File: src/hw/tstc_map.svh
// Constants of the thermostat three-wire control block.
// Assumes a 100 MHz system clock; the write and pulse counts derive from it.
//
// How it works
// - Over-limit output high while temperature at or above upper.
// - Under-limit output high while temperature at or below lower.
// - Hysteresis output set at upper, cleared at lower.
// - Done bit reads 1 unless conversion running.
// - Upper seen flag sticky until written zero.
// - Lower seen flag sticky until written zero.
// - Busy bit high during nonvolatile write time.
// - Port select zero lets pin start conversions.
// - Single mode converts once; otherwise continuously.
// - Single mode outputs hold last completed result.
// - Short pin pulse one conversion, held low continuous.
// - Pin start overrides single conversion mode.
// - Frame rise starts, frame fall aborts, releases data.
// - Sample on rising edge, drive after falling.
// - Reads release data while serial clock high.
// - Commands and data travel least significant first.
// - Temperature, remainder and slope read commands.
// - Upper and lower trip read commands.
// - Upper and lower trip write commands.
// - Start command begins single or continuous conversion.
// - Stop command ends continuous after current conversion.
// - Config write command takes eight bits.
// - Config read command shifts out eight bits.
// - Temperatures are nine-bit two's complement half degrees.
// - Clocks beyond the word's end yield zeros.
`ifndef TSTC_MAP_SVH
`define TSTC_MAP_SVH
// ---------------------------------------------------------------
// Commands
// ---------------------------------------------------------------
`define TSTC_CMD_RD_TEMP 8'hAA
`define TSTC_CMD_RD_REM 8'hA0
`define TSTC_CMD_RD_SLOPE 8'hA9
`define TSTC_CMD_RD_UPPER 8'hA1
`define TSTC_CMD_RD_LOWER 8'hA2
`define TSTC_CMD_RD_CFG 8'hAC
`define TSTC_CMD_WR_UPPER 8'h01
`define TSTC_CMD_WR_LOWER 8'h02
`define TSTC_CMD_WR_CFG 8'h0C
`define TSTC_CMD_START 8'hEE
`define TSTC_CMD_STOP 8'h22
// ---------------------------------------------------------------
// Config/status fields and reset values
// ---------------------------------------------------------------
`define TSTC_CFG_DONE 7
`define TSTC_CFG_UPF 6
`define TSTC_CFG_LOF 5
`define TSTC_CFG_NVB 4
`define TSTC_CFG_ONE 3
`define TSTC_CFG_ZERO 2
`define TSTC_CFG_HOST 1
`define TSTC_CFG_SINGLE 0
`define TSTC_TEMP_RST 9'h188
`define TSTC_UPPER_RST 9'h01E
`define TSTC_LOWER_RST 9'h014
// ---------------------------------------------------------------
// Timing
// ---------------------------------------------------------------
`define TSTC_CLK_HZ 100000000
`define TSTC_NV_WRITE_MS 10
`define TSTC_PULSE_MS 10
`define TSTC_CONV_CYC 2000
`define TSTC_CNT_W 24
`define TSTC_WORD_BITS 9
`define TSTC_CFG_BITS 8
`endif

File: src/hw/tstc_pkg.sv
// Types shared by the thermostat three-wire control block.
// Assumes the constant header is on the include path.
`include "tstc_map.svh"
package tstc_pkg;
    // ---------------------------------------------------------------
    // Serial port states
    // ---------------------------------------------------------------
    typedef enum logic [2:0] {
        TSTC_IDLE, TSTC_CMD, TSTC_RD, TSTC_WR, TSTC_DONE
    } tstc_ser_t;
    // Write target codes carried through the commit buffer.
    typedef enum logic [1:0] {
        TSTC_TGT_NONE, TSTC_TGT_UPPER, TSTC_TGT_LOWER, TSTC_TGT_CFG
    } tstc_tgt_t;
    // One buffered write: target and nine data bits.
    typedef struct packed {
        tstc_tgt_t tgt;
        logic [8:0] data;
    } tstc_wr_t;
endpackage

File: src/hw/tstc_core.sv
// Thermostat three-wire control: serial command port, conversion
// sequencing, config/status register and thermostat outputs.
// Assumes the analog converter presents its result words on the
// meas_* inputs, stable when a conversion period ends.
module tstc_core
    import tstc_pkg::*;
#(
    parameter int CONV_CYC = `TSTC_CONV_CYC,
    parameter int NV_CYC = `TSTC_NV_WRITE_MS * (`TSTC_CLK_HZ / 1000),
    parameter int PULSE_CYC = `TSTC_PULSE_MS * (`TSTC_CLK_HZ / 1000)
) (
    input wire logic clock,
    input wire logic rst,
    input wire logic frame_pin,
    input wire logic clk_or_convert_pin,
    input wire logic sio_in,
    output logic sio_out,
    output logic sio_oe,
    input wire logic [8:0] meas_temp,
    input wire logic [8:0] meas_remain,
    input wire logic [8:0] meas_slope,
    output logic over_limit_out,
    output logic under_limit_out,
    output logic hysteresis_out
);
    localparam int CW = `TSTC_CNT_W;
    localparam logic [CW-1:0] CONV_LAST = CW'(CONV_CYC - 1);
    localparam logic [CW-1:0] NV_LAST = CW'(NV_CYC - 1);
    localparam logic [CW-1:0] PULSE_LAST = CW'(PULSE_CYC - 1);

    // ---------------------------------------------------------------
    // State record
    // ---------------------------------------------------------------
    typedef struct packed {
        logic [2:0] frm_s;       // Frame synchroniser and history.
        logic [2:0] clk_s;       // Serial clock synchroniser and history.
        logic [1:0] din_s;       // Data input synchroniser.
        tstc_ser_t ser;          // Serial port state.
        logic [7:0] cmd;         // Command shift register.
        logic [3:0] bits;        // Bits taken in the current phase.
        logic [8:0] rx;          // Write data shift register.
        logic [8:0] tx;          // Read data shift register.
        tstc_tgt_t tgt;          // Target of the write in progress.
        logic [8:0] temp;        // Last conversion result.
        logic [8:0] remain;      // Count remaining of last conversion.
        logic [8:0] slope;       // Slope count of last conversion.
        logic [8:0] upper;       // Upper trip value.
        logic [8:0] lower;       // Lower trip value.
        logic upf;               // Upper seen flag.
        logic lof;               // Lower seen flag.
        logic host_sel;          // Pin is only a serial clock.
        logic single;            // Single conversion mode.
        logic conv_busy;         // Conversion in progress.
        logic [CW-1:0] conv_cnt; // Conversion period counter.
        logic one_req;           // One conversion requested.
        logic run;               // Continuous conversion enabled.
        logic pin_cont;          // Pin held low long enough.
        logic [CW-1:0] low_cnt;  // Pin low time counter.
        logic nv_busy;           // Nonvolatile write in progress.
        logic [CW-1:0] nv_cnt;   // Nonvolatile write timer.
        tstc_wr_t [1:0] fifo;    // Two-entry commit buffer.
        logic wp;                // Buffer write pointer.
        logic rp;                // Buffer read pointer.
        logic [1:0] fill;        // Buffer occupancy.
        logic hi_o;              // Over-limit output.
        logic lo_o;              // Under-limit output.
        logic com_o;             // Hysteresis output.
        logic sio_o;             // Data pin level.
        logic sio_e;             // Data pin enable.
    } tstc_core_t;

    tstc_core_t s_r;
    tstc_core_t s_nxt;

    // ---------------------------------------------------------------
    // Helpers
    // ---------------------------------------------------------------
    // Assembles the config/status byte; fixed bits are constants.
    function automatic logic [7:0] cfg_byte(input tstc_core_t s);
        logic [7:0] c;
        c = 8'h00;
        c[`TSTC_CFG_DONE] = ~s.conv_busy;
        c[`TSTC_CFG_UPF] = s.upf;
        c[`TSTC_CFG_LOF] = s.lof;
        c[`TSTC_CFG_NVB] = s.nv_busy;
        c[`TSTC_CFG_ONE] = 1'b1;
        c[`TSTC_CFG_ZERO] = 1'b0;
        c[`TSTC_CFG_HOST] = s.host_sel;
        c[`TSTC_CFG_SINGLE] = s.single;
        return c;
    endfunction

    // Signed compare of two nine-bit temperatures.
    function automatic logic t_ge(input logic [8:0] a, input logic [8:0] b);
        return $signed(a) >= $signed(b);
    endfunction

    // Word loaded for a read command; unknown codes read zero.
    function automatic logic [8:0] rd_word(input tstc_core_t s,
                                           input logic [7:0] c);
        unique case (c)
            `TSTC_CMD_RD_TEMP: rd_word = s.temp;
            `TSTC_CMD_RD_REM: rd_word = s.remain;
            `TSTC_CMD_RD_SLOPE: rd_word = s.slope;
            `TSTC_CMD_RD_UPPER: rd_word = s.upper;
            `TSTC_CMD_RD_LOWER: rd_word = s.lower;
            `TSTC_CMD_RD_CFG: rd_word = {1'b0, cfg_byte(s)};
            default: rd_word = 9'h000;
        endcase
    endfunction

    // ---------------------------------------------------------------
    // Next-state logic
    // ---------------------------------------------------------------
    // All behaviour is one pass over a copy of the state record.
    always_comb begin
        logic frm;
        logic clk_rise;
        logic clk_fall;
        logic frm_fall;
        logic frm_rise;
        logic din;
        logic [7:0] c;
        logic [8:0] w;
        logic push;
        tstc_wr_t pw;
        tstc_wr_t pe;
        logic done;
        logic [8:0] t;
        logic standalone;
        s_nxt = s_r;
        push = 1'b0;
        pw = '{tgt: TSTC_TGT_NONE, data: 9'h000};
        pe = s_r.fifo[s_r.rp];
        done = 1'b0;
        t = meas_temp;
        c = {s_r.din_s[1], s_r.cmd[7:1]};
        w = {s_r.din_s[1], s_r.rx[8:1]};
        // Levels use the second stage of each synchroniser; edges compare the second and third.
        s_nxt.frm_s = {s_r.frm_s[1:0], frame_pin};
        s_nxt.clk_s = {s_r.clk_s[1:0], clk_or_convert_pin};
        s_nxt.din_s = {s_r.din_s[0], sio_in};
        frm = s_r.frm_s[1];
        din = s_r.din_s[1];
        frm_rise = s_r.frm_s[1] & ~s_r.frm_s[2];
        frm_fall = ~s_r.frm_s[1] & s_r.frm_s[2];
        clk_rise = s_r.clk_s[1] & ~s_r.clk_s[2];
        clk_fall = ~s_r.clk_s[1] & s_r.clk_s[2];

        // Serial port. Frame low forces idle and a released pin.
        if (!frm) begin
            s_nxt.ser = TSTC_IDLE;
            s_nxt.sio_e = 1'b0;
            s_nxt.bits = 4'h0;
        end else begin
            unique case (s_r.ser)
                TSTC_IDLE: begin
                    // A new frame opens with a command byte.
                    if (frm_rise) begin
                        s_nxt.ser = TSTC_CMD;
                        s_nxt.bits = 4'h0;
                    end
                end
                TSTC_CMD: begin
                    if (clk_rise) begin
                        // Bits arrive low first on rising edges.
                        s_nxt.cmd = c;
                        s_nxt.bits = s_r.bits + 4'h1;
                        if (s_r.bits == 4'h7) begin
                            s_nxt.bits = 4'h0;
                            s_nxt.ser = TSTC_DONE;
                            s_nxt.tx = rd_word(s_r, c);
                            unique case (c)
                                `TSTC_CMD_RD_TEMP, `TSTC_CMD_RD_REM,
                                `TSTC_CMD_RD_SLOPE, `TSTC_CMD_RD_UPPER,
                                `TSTC_CMD_RD_LOWER, `TSTC_CMD_RD_CFG: begin
                                    s_nxt.ser = TSTC_RD;
                                end
                                `TSTC_CMD_WR_UPPER: begin
                                    s_nxt.ser = TSTC_WR;
                                    s_nxt.tgt = TSTC_TGT_UPPER;
                                end
                                `TSTC_CMD_WR_LOWER: begin
                                    s_nxt.ser = TSTC_WR;
                                    s_nxt.tgt = TSTC_TGT_LOWER;
                                end
                                `TSTC_CMD_WR_CFG: begin
                                    s_nxt.ser = TSTC_WR;
                                    s_nxt.tgt = TSTC_TGT_CFG;
                                end
                                `TSTC_CMD_START: begin
                                    // Single mode asks one; else runs on.
                                    if (s_r.single) begin
                                        s_nxt.one_req = 1'b1;
                                    end else begin
                                        s_nxt.run = 1'b1;
                                    end
                                end
                                `TSTC_CMD_STOP: begin
                                    s_nxt.run = 1'b0;
                                end
                                default: begin
                                    s_nxt.ser = TSTC_DONE;
                                end
                            endcase
                        end
                    end
                end
                TSTC_RD: begin
                    // Drive after the fall, release while clock high.
                    if (clk_fall) begin
                        s_nxt.sio_e = 1'b1;
                        s_nxt.sio_o = s_r.tx[0];
                        s_nxt.tx = {1'b0, s_r.tx[8:1]};
                    end else if (clk_rise) begin
                        s_nxt.sio_e = 1'b0;
                    end
                end
                TSTC_WR: begin
                    if (clk_rise) begin
                        s_nxt.rx = w;
                        s_nxt.bits = s_r.bits + 4'h1;
                        // Eight bits close a config word, nine a trip.
                        if ((s_r.tgt == TSTC_TGT_CFG &&
                             s_r.bits == 4'(`TSTC_CFG_BITS - 1)) ||
                            s_r.bits == 4'(`TSTC_WORD_BITS - 1)) begin
                            push = 1'b1;
                            pw.tgt = s_r.tgt;
                            pw.data = (s_r.tgt == TSTC_TGT_CFG) ?
                                      {1'b0, w[8:1]} : w;
                            s_nxt.ser = TSTC_DONE;
                        end
                    end
                end
                TSTC_DONE: begin
                    // Extra clocks in a frame are ignored.
                    s_nxt.sio_e = 1'b0;
                end
            endcase
        end

        // Commit buffer: a full buffer refuses the word, so the host
        // must respect the write spacing of the nonvolatile cells.
        if (push && s_r.fill != 2'd2) begin
            s_nxt.fifo[s_r.wp] = pw;
            s_nxt.wp = ~s_r.wp;
        end
        // Draining stalls while a nonvolatile write is under way.
        if (s_r.fill != 2'd0 && !s_r.nv_busy) begin
            s_nxt.rp = ~s_r.rp;
            s_nxt.nv_busy = 1'b1;
            s_nxt.nv_cnt = '0;
            unique case (pe.tgt)
                TSTC_TGT_UPPER: s_nxt.upper = pe.data;
                TSTC_TGT_LOWER: s_nxt.lower = pe.data;
                TSTC_TGT_CFG: begin
                    // Writing zero clears a flag; writing one keeps it.
                    s_nxt.upf = s_r.upf & pe.data[`TSTC_CFG_UPF];
                    s_nxt.lof = s_r.lof & pe.data[`TSTC_CFG_LOF];
                    s_nxt.host_sel = pe.data[`TSTC_CFG_HOST];
                    s_nxt.single = pe.data[`TSTC_CFG_SINGLE];
                end
                TSTC_TGT_NONE: s_nxt.nv_busy = 1'b0;
            endcase
        end
        s_nxt.fill = s_r.fill
                     + 2'((push && s_r.fill != 2'd2) ? 1 : 0)
                     - 2'((s_r.fill != 2'd0 && !s_r.nv_busy) ? 1 : 0);
        // Nonvolatile write timer.
        if (s_r.nv_busy) begin
            s_nxt.nv_cnt = s_r.nv_cnt + 1'b1;
            if (s_r.nv_cnt == NV_LAST) begin
                s_nxt.nv_busy = 1'b0;
            end
        end

        // Stand-alone start from the pin while the frame is low.
        standalone = ~s_r.host_sel & ~frm;
        if (standalone && clk_fall) begin
            s_nxt.one_req = 1'b1;
        end
        if (standalone && !s_r.clk_s[1]) begin
            if (s_r.low_cnt == PULSE_LAST) begin
                s_nxt.pin_cont = 1'b1;
            end else begin
                s_nxt.low_cnt = s_r.low_cnt + 1'b1;
            end
        end else begin
            s_nxt.low_cnt = '0;
            s_nxt.pin_cont = 1'b0;
        end

        // Conversion sequencer.
        if (s_r.conv_busy) begin
            s_nxt.conv_cnt = s_r.conv_cnt + 1'b1;
            if (s_r.conv_cnt == CONV_LAST) begin
                s_nxt.conv_busy = 1'b0;
                done = 1'b1;
            end
        end else if (s_r.one_req || s_r.pin_cont ||
                     (s_r.run && !s_r.single)) begin
            s_nxt.conv_busy = 1'b1;
            s_nxt.conv_cnt = '0;
            s_nxt.one_req = 1'b0;
        end

        // Results and outputs change only at completion, so they hold.
        if (done) begin
            s_nxt.temp = t;
            s_nxt.remain = meas_remain;
            s_nxt.slope = meas_slope;
            s_nxt.hi_o = t_ge(t, s_r.upper);
            s_nxt.lo_o = t_ge(s_r.lower, t);
            if (t_ge(t, s_r.upper)) begin
                s_nxt.com_o = 1'b1;
            end else if (t_ge(s_r.lower, t)) begin
                s_nxt.com_o = 1'b0;
            end
            // A set lands after any clear in the same cycle.
            if (t_ge(t, s_r.upper)) begin
                s_nxt.upf = 1'b1;
            end
            if (t_ge(s_r.lower, t)) begin
                s_nxt.lof = 1'b1;
            end
        end
    end

    // ---------------------------------------------------------------
    // State register
    // ---------------------------------------------------------------
    // Synchronous reset to power-up values.
    always_ff @(posedge clock) begin
        if (rst) begin
            s_r <= '0;
            s_r.frm_s <= 3'b000;
            s_r.clk_s <= 3'b111;
            s_r.ser <= TSTC_IDLE;
            s_r.tgt <= TSTC_TGT_NONE;
            s_r.temp <= `TSTC_TEMP_RST;
            s_r.upper <= `TSTC_UPPER_RST;
            s_r.lower <= `TSTC_LOWER_RST;
        end else begin
            s_r <= s_nxt;
        end
    end

    // ---------------------------------------------------------------
    // Outputs, each straight from the state register
    // ---------------------------------------------------------------
    assign sio_out = s_r.sio_o;
    assign sio_oe = s_r.sio_e;
    assign over_limit_out = s_r.hi_o;
    assign under_limit_out = s_r.lo_o;
    assign hysteresis_out = s_r.com_o;
endmodule

File: config.mk
export PLATFORM = sky130hd
export DESIGN_NAME = tstc_core
export DESIGN_NICKNAME = d
export VERILOG_FILES = /design/src/hw/tstc_pkg.sv /design/src/hw/tstc_core.sv
export VERILOG_INCLUDE_DIRS = /design/src /design/src/hw
export SDC_FILE = /design/constraint.sdc
export NUM_CORES = 1
export LEC_CHECK = 0
export BUFFER_PORTS_ARGS = -buffer_cell sky130_fd_sc_hd__buf_2
export CAP_MARGIN = 25
export CORE_MARGIN = 8
export CORE_UTILIZATION = 62
export DETAILED_ROUTE_END_ITERATION = 6
export GPL_TIMING_DRIVEN = 0
export PLACE_DENSITY = 0.88
export SLEW_MARGIN = 20
export SYNTH_ARGS = -nofsm -noshare
export SYNTH_HDL_FRONTEND = slang
export SYNTH_SLANG_ARGS = --single-unit
export TNS_END_PERCENT = 1
File: constraint.sdc
create_clock -name clock -period 3.1 [get_ports clock]
set_input_delay 0.62 -clock clock [delete_from_list [all_inputs] [get_ports clock]]
set_output_delay 0.62 -clock clock [all_outputs]
set_load 0.005 [all_outputs]
==> impl_metrics.py <==
metrics = {
    "outcome": {
        "outcome": "finished clean",
    },
    "yosys": {
        "synth-edff-count": 0,
        "synth_cells": 1110,
        "synth_top_area_share_pct": 42.4,
        "syn_nets": 1169,
        "synth-seq-cells": 198,
        "synthTopCellsByCount": "dfxtp_1 (198), nand2_1 (133), nor2_1 (121), a21oi_1 (82), nand3_1 (67)",
        "synth_warnings": 0,
        "seq_area_frac_synth_pct": 42.4,
        "async_reset_ff_share_pct": 0,
        "synthTopCellsByArea": "dfxtp_1 (42%), nand2_1 (5.3%), nor2_1 (4.9%)",
        "synth.distinct_cells": 73,
        "yosysMostFrequentCell": "dfxtp_1",
        "synth_ff_type": "dfxtp_1",
        "synth_area_mm2": 0.00936,
        "synth.largest_area_cell": "dfxtp_1",
        "synth.avg_cell_area_um2": 8.43,
    },
    "sta": {
        "fin_crit_sh_pct": 90.2,
        "setup_viol": 0,
        "slew_headroom_pct": 38.8,
        "fin_hold_ws_ns": 0.393,
        "fmax_mhz": 358,
        "finalSetupTns_ns": 0,
        "final.setup_skew_ns": 0.00824,
        "fin_ws_ns": 0.305,
        "hold_viol": 0,
        "period_needed_ns": 2.80,
        "rsz0062_at_grt": "no",
        "tightestPinTransition_ns": 0.915,
        "timing_max_transition_violations_final": 0,
    },
    "final_layout": {
        "multi_input_area_mm2": 0.00498,
        "nets": 1226,
        "stdcell_count": 1368,
        "final-seq-area_mm2": 0.00396,
        "drive_above_1_share_pct": 9.32,
        "fillCellCount": 1130,
        "area_growth_pct": 10.9,
        "diodes": 0,
    },
    "floorplanning": {
        "io_pins": 37,
        "die_area_mm2": 0.0193,
        "rows": 45,
        "initial_core_util_pct": 62.5,
        "die_height_um": 139,
        "core-area_mm2": 0.0150,
        "die_width_um": 139,
    },
    "min_path": {
        "min_path_type": "input port to flip-flop",
        "min-delay-start": "frame_pin",
    },
    "worst_setup_path": {
        "worstSetupPathType": "flip-flop to flip-flop",
        "end_kind": "flip-flop",
        "startpoint": "s_r[196]",
        "crit_path_max_fanout": 10,
        "cp-start-kind": "flip-flop",
        "r2r_slack_ns": 0.30,
        "cp.required_ns": 3.40,
        "r2r-start": "s_r[196]",
        "arrival_ns": 3.10,
    },
    "power_and_ir_drop": {
        "share_comb_of_total_power_pct": 7.5,
        "p_switching_mw": 1.28,
        "vdd_drop_max_uv": 403,
        "powerDensity_mw_per_mm2": 501,
        "intPower_mw": 3.92,
        "pwr-share-seq_pct": 49.7,
        "switching_share_pct": 24.7,
        "totalPowerFinal_mw": 5.20,
        "p_leak_nw": 3.67,
        "clock_power_share_pct": 42.7,
    },
    "clock_network": {
        "cts_max_level": 4,
        "clk_latency_ns": 0.44,
        "root_buffer": "clkbuf_16",
        "postCtsSetupRepairBufs": 0,
        "cts_tree": "yes",
        "ctsHoldBuffers": 0,
        "clock-sinks": 198,
        "clockBufferDepth": 2,
        "path_clk_slew_ns": 0.07,
        "ctsResizeCount": 0,
        "cts_made_buffers": 17,
    },
    "placement": {
        "io_buffer_count": 36,
        "dp_hpwl_um": 17100,
        "pre_cts_ws_ns": 0.372,
        "gp_congestion": 0.966,
        "dp_cells": 1335,
    },
    "route": {
        "drtIter0Drc": 681,
        "wl_um": 24300,
        "viasPerCell": 6.28,
        "drt-pass1-iter-count": 6,
        "antenna_left": 0,
        "post_drt_wl_per_cell_um": 17.8,
        "drc": 0,
        "vias": 8588,
    },
    "run": {
        "cap_violations": 0,
    },
    "global_route": {
        "use_met2_pct": 41.5,
        "grt_use_met3_pct": 6.09,
        "grt_pass1_wl_um": 40000,
        "gr-usage-all-layers_pct": 25.2,
        "grt_pass1_vias": 8157,
        "grt_busiest_layer": "met2",
        "antenna_found_initial": 0,
        "grt-ovfl-total": 0,
        "met1_usage_pct": 29.7,
        "grt_max_degree": 18,
    },
}
[cell families (layout without fill, tap and decap cells)]
family | after synthesis | in the layout | share of synthesized area, %
DFF | 198 | 198 | 42.4
AOI/OAI and AO/OA | 237 | 237 | 16.7
muxes | 44 | 44 | 4.83
adders and majority gates | 27 | 27 | 3.61
and+or+nand+nor | 468 | 468 | 24.8
xor gates and xnor gates | 36 | 36 | 3.37
buffers and inverters | 100 | 170 | 4.40
[critical path, stage by stage, from the launching register on]
cell and delay [ns]:
dfxtp_1 0.33, inv_1 0.06, ha_1 0.27, and4b_1 0.22, buf_4 0.17, nand2_2 0.10, buf_4 0.21, or3_1 0.41
ha_1 0.30, inv_1 0.04, ha_1 0.18, xor2_1 0.19, xnor2_1 0.14, nor2_1 0.05
[layout by cell type, fill, tap and decap left out, types with 5 or more instances in the layout]
cell / instances
o211ai_1: 19
and3_1: 18
ha_1: 27
o31ai_1: 10
o21ai_0: 24
nor4_1: 8
buf_2: 46
nor2b_1: 16
o22ai_1: 9
or4_1: 8
nand4_1: 25
mux2_2: 9
o311ai_0: 6
and2_1: 5
a21oi_1: 82
nor3_1: 13
nand2_1: 133
and4_1: 9
nor4b_1: 10
or3_1: 6
xor2_1: 28
mux2i_1: 35
a221oi_1: 5
xnor2_1: 8
clkbuf_16: 17
nand2b_1: 5
buf_1: 6
inv_1: 40
clkbuf_1: 40
or2_2: 5
a211oi_1: 34
nor2_1: 121
dfxtp_1: 198
nand3_1: 67
o21a_1: 5
[power by group through the flow]
stage	clock network, mW	logic, mW	registers [mW]
after floorplan	0	0.261	2.64
after global routing	2.35	0.429	2.59
after detailed placement	0	0.380	2.64
after global placement	0	0.370	2.64
after CTS	2.23	0.388	2.59
final	2.22	0.392	2.59
[sequential cells by signal, summed over array words and instances (netlist names)]
register / flops
under_limit_out: 1
s_nxt: 5
over_limit_out: 1
sio_oe: 1
sio_out: 1
hysteresis_out: 1
s_r: 188
[final timing paths]
kind / to / cells after the start
worst max-delay path: s_r[6] / 13
worst min-delay path: s_nxt[198] / 2
worst max register to register: s_r[6] / 13
worst min register to register: s_nxt[199] / 1
[per-stage QoR]
stage | cell area [um2] | util [%]
floorplan | 9360 | -
global placement | 9770 | 65.3
detailed placement | 9780 | 65.3
CTS | 10400 | 69.2
global route | 10400 | 69.3
finish | 10400 | 69.3
[area by class of cell]
type | instances | area share (%)
plain buffers | 60 | 2.52
clock buffers | 19 | 4.27
clock inverters | 13 | 1.45
inverters | 40 | 1.45
multi-input cells | 812 | 48.0
flip-flops and latches | 198 | 38.2
well taps | 188 | 2.27
repair buffers | 38 | 1.82
[routing by layer]
| metal | vias to the layer above | share of wire, % |
|---|---|---|
| met2 | 346 | 47 |
| met3 | 90 | 7.3 |
| met1 | 4053 | 41 |
| met5 | - | 0 |
| met4 | 0 | 4.4 |
| li1 | 4099 | - |
(Power assumes the default switching activity.)
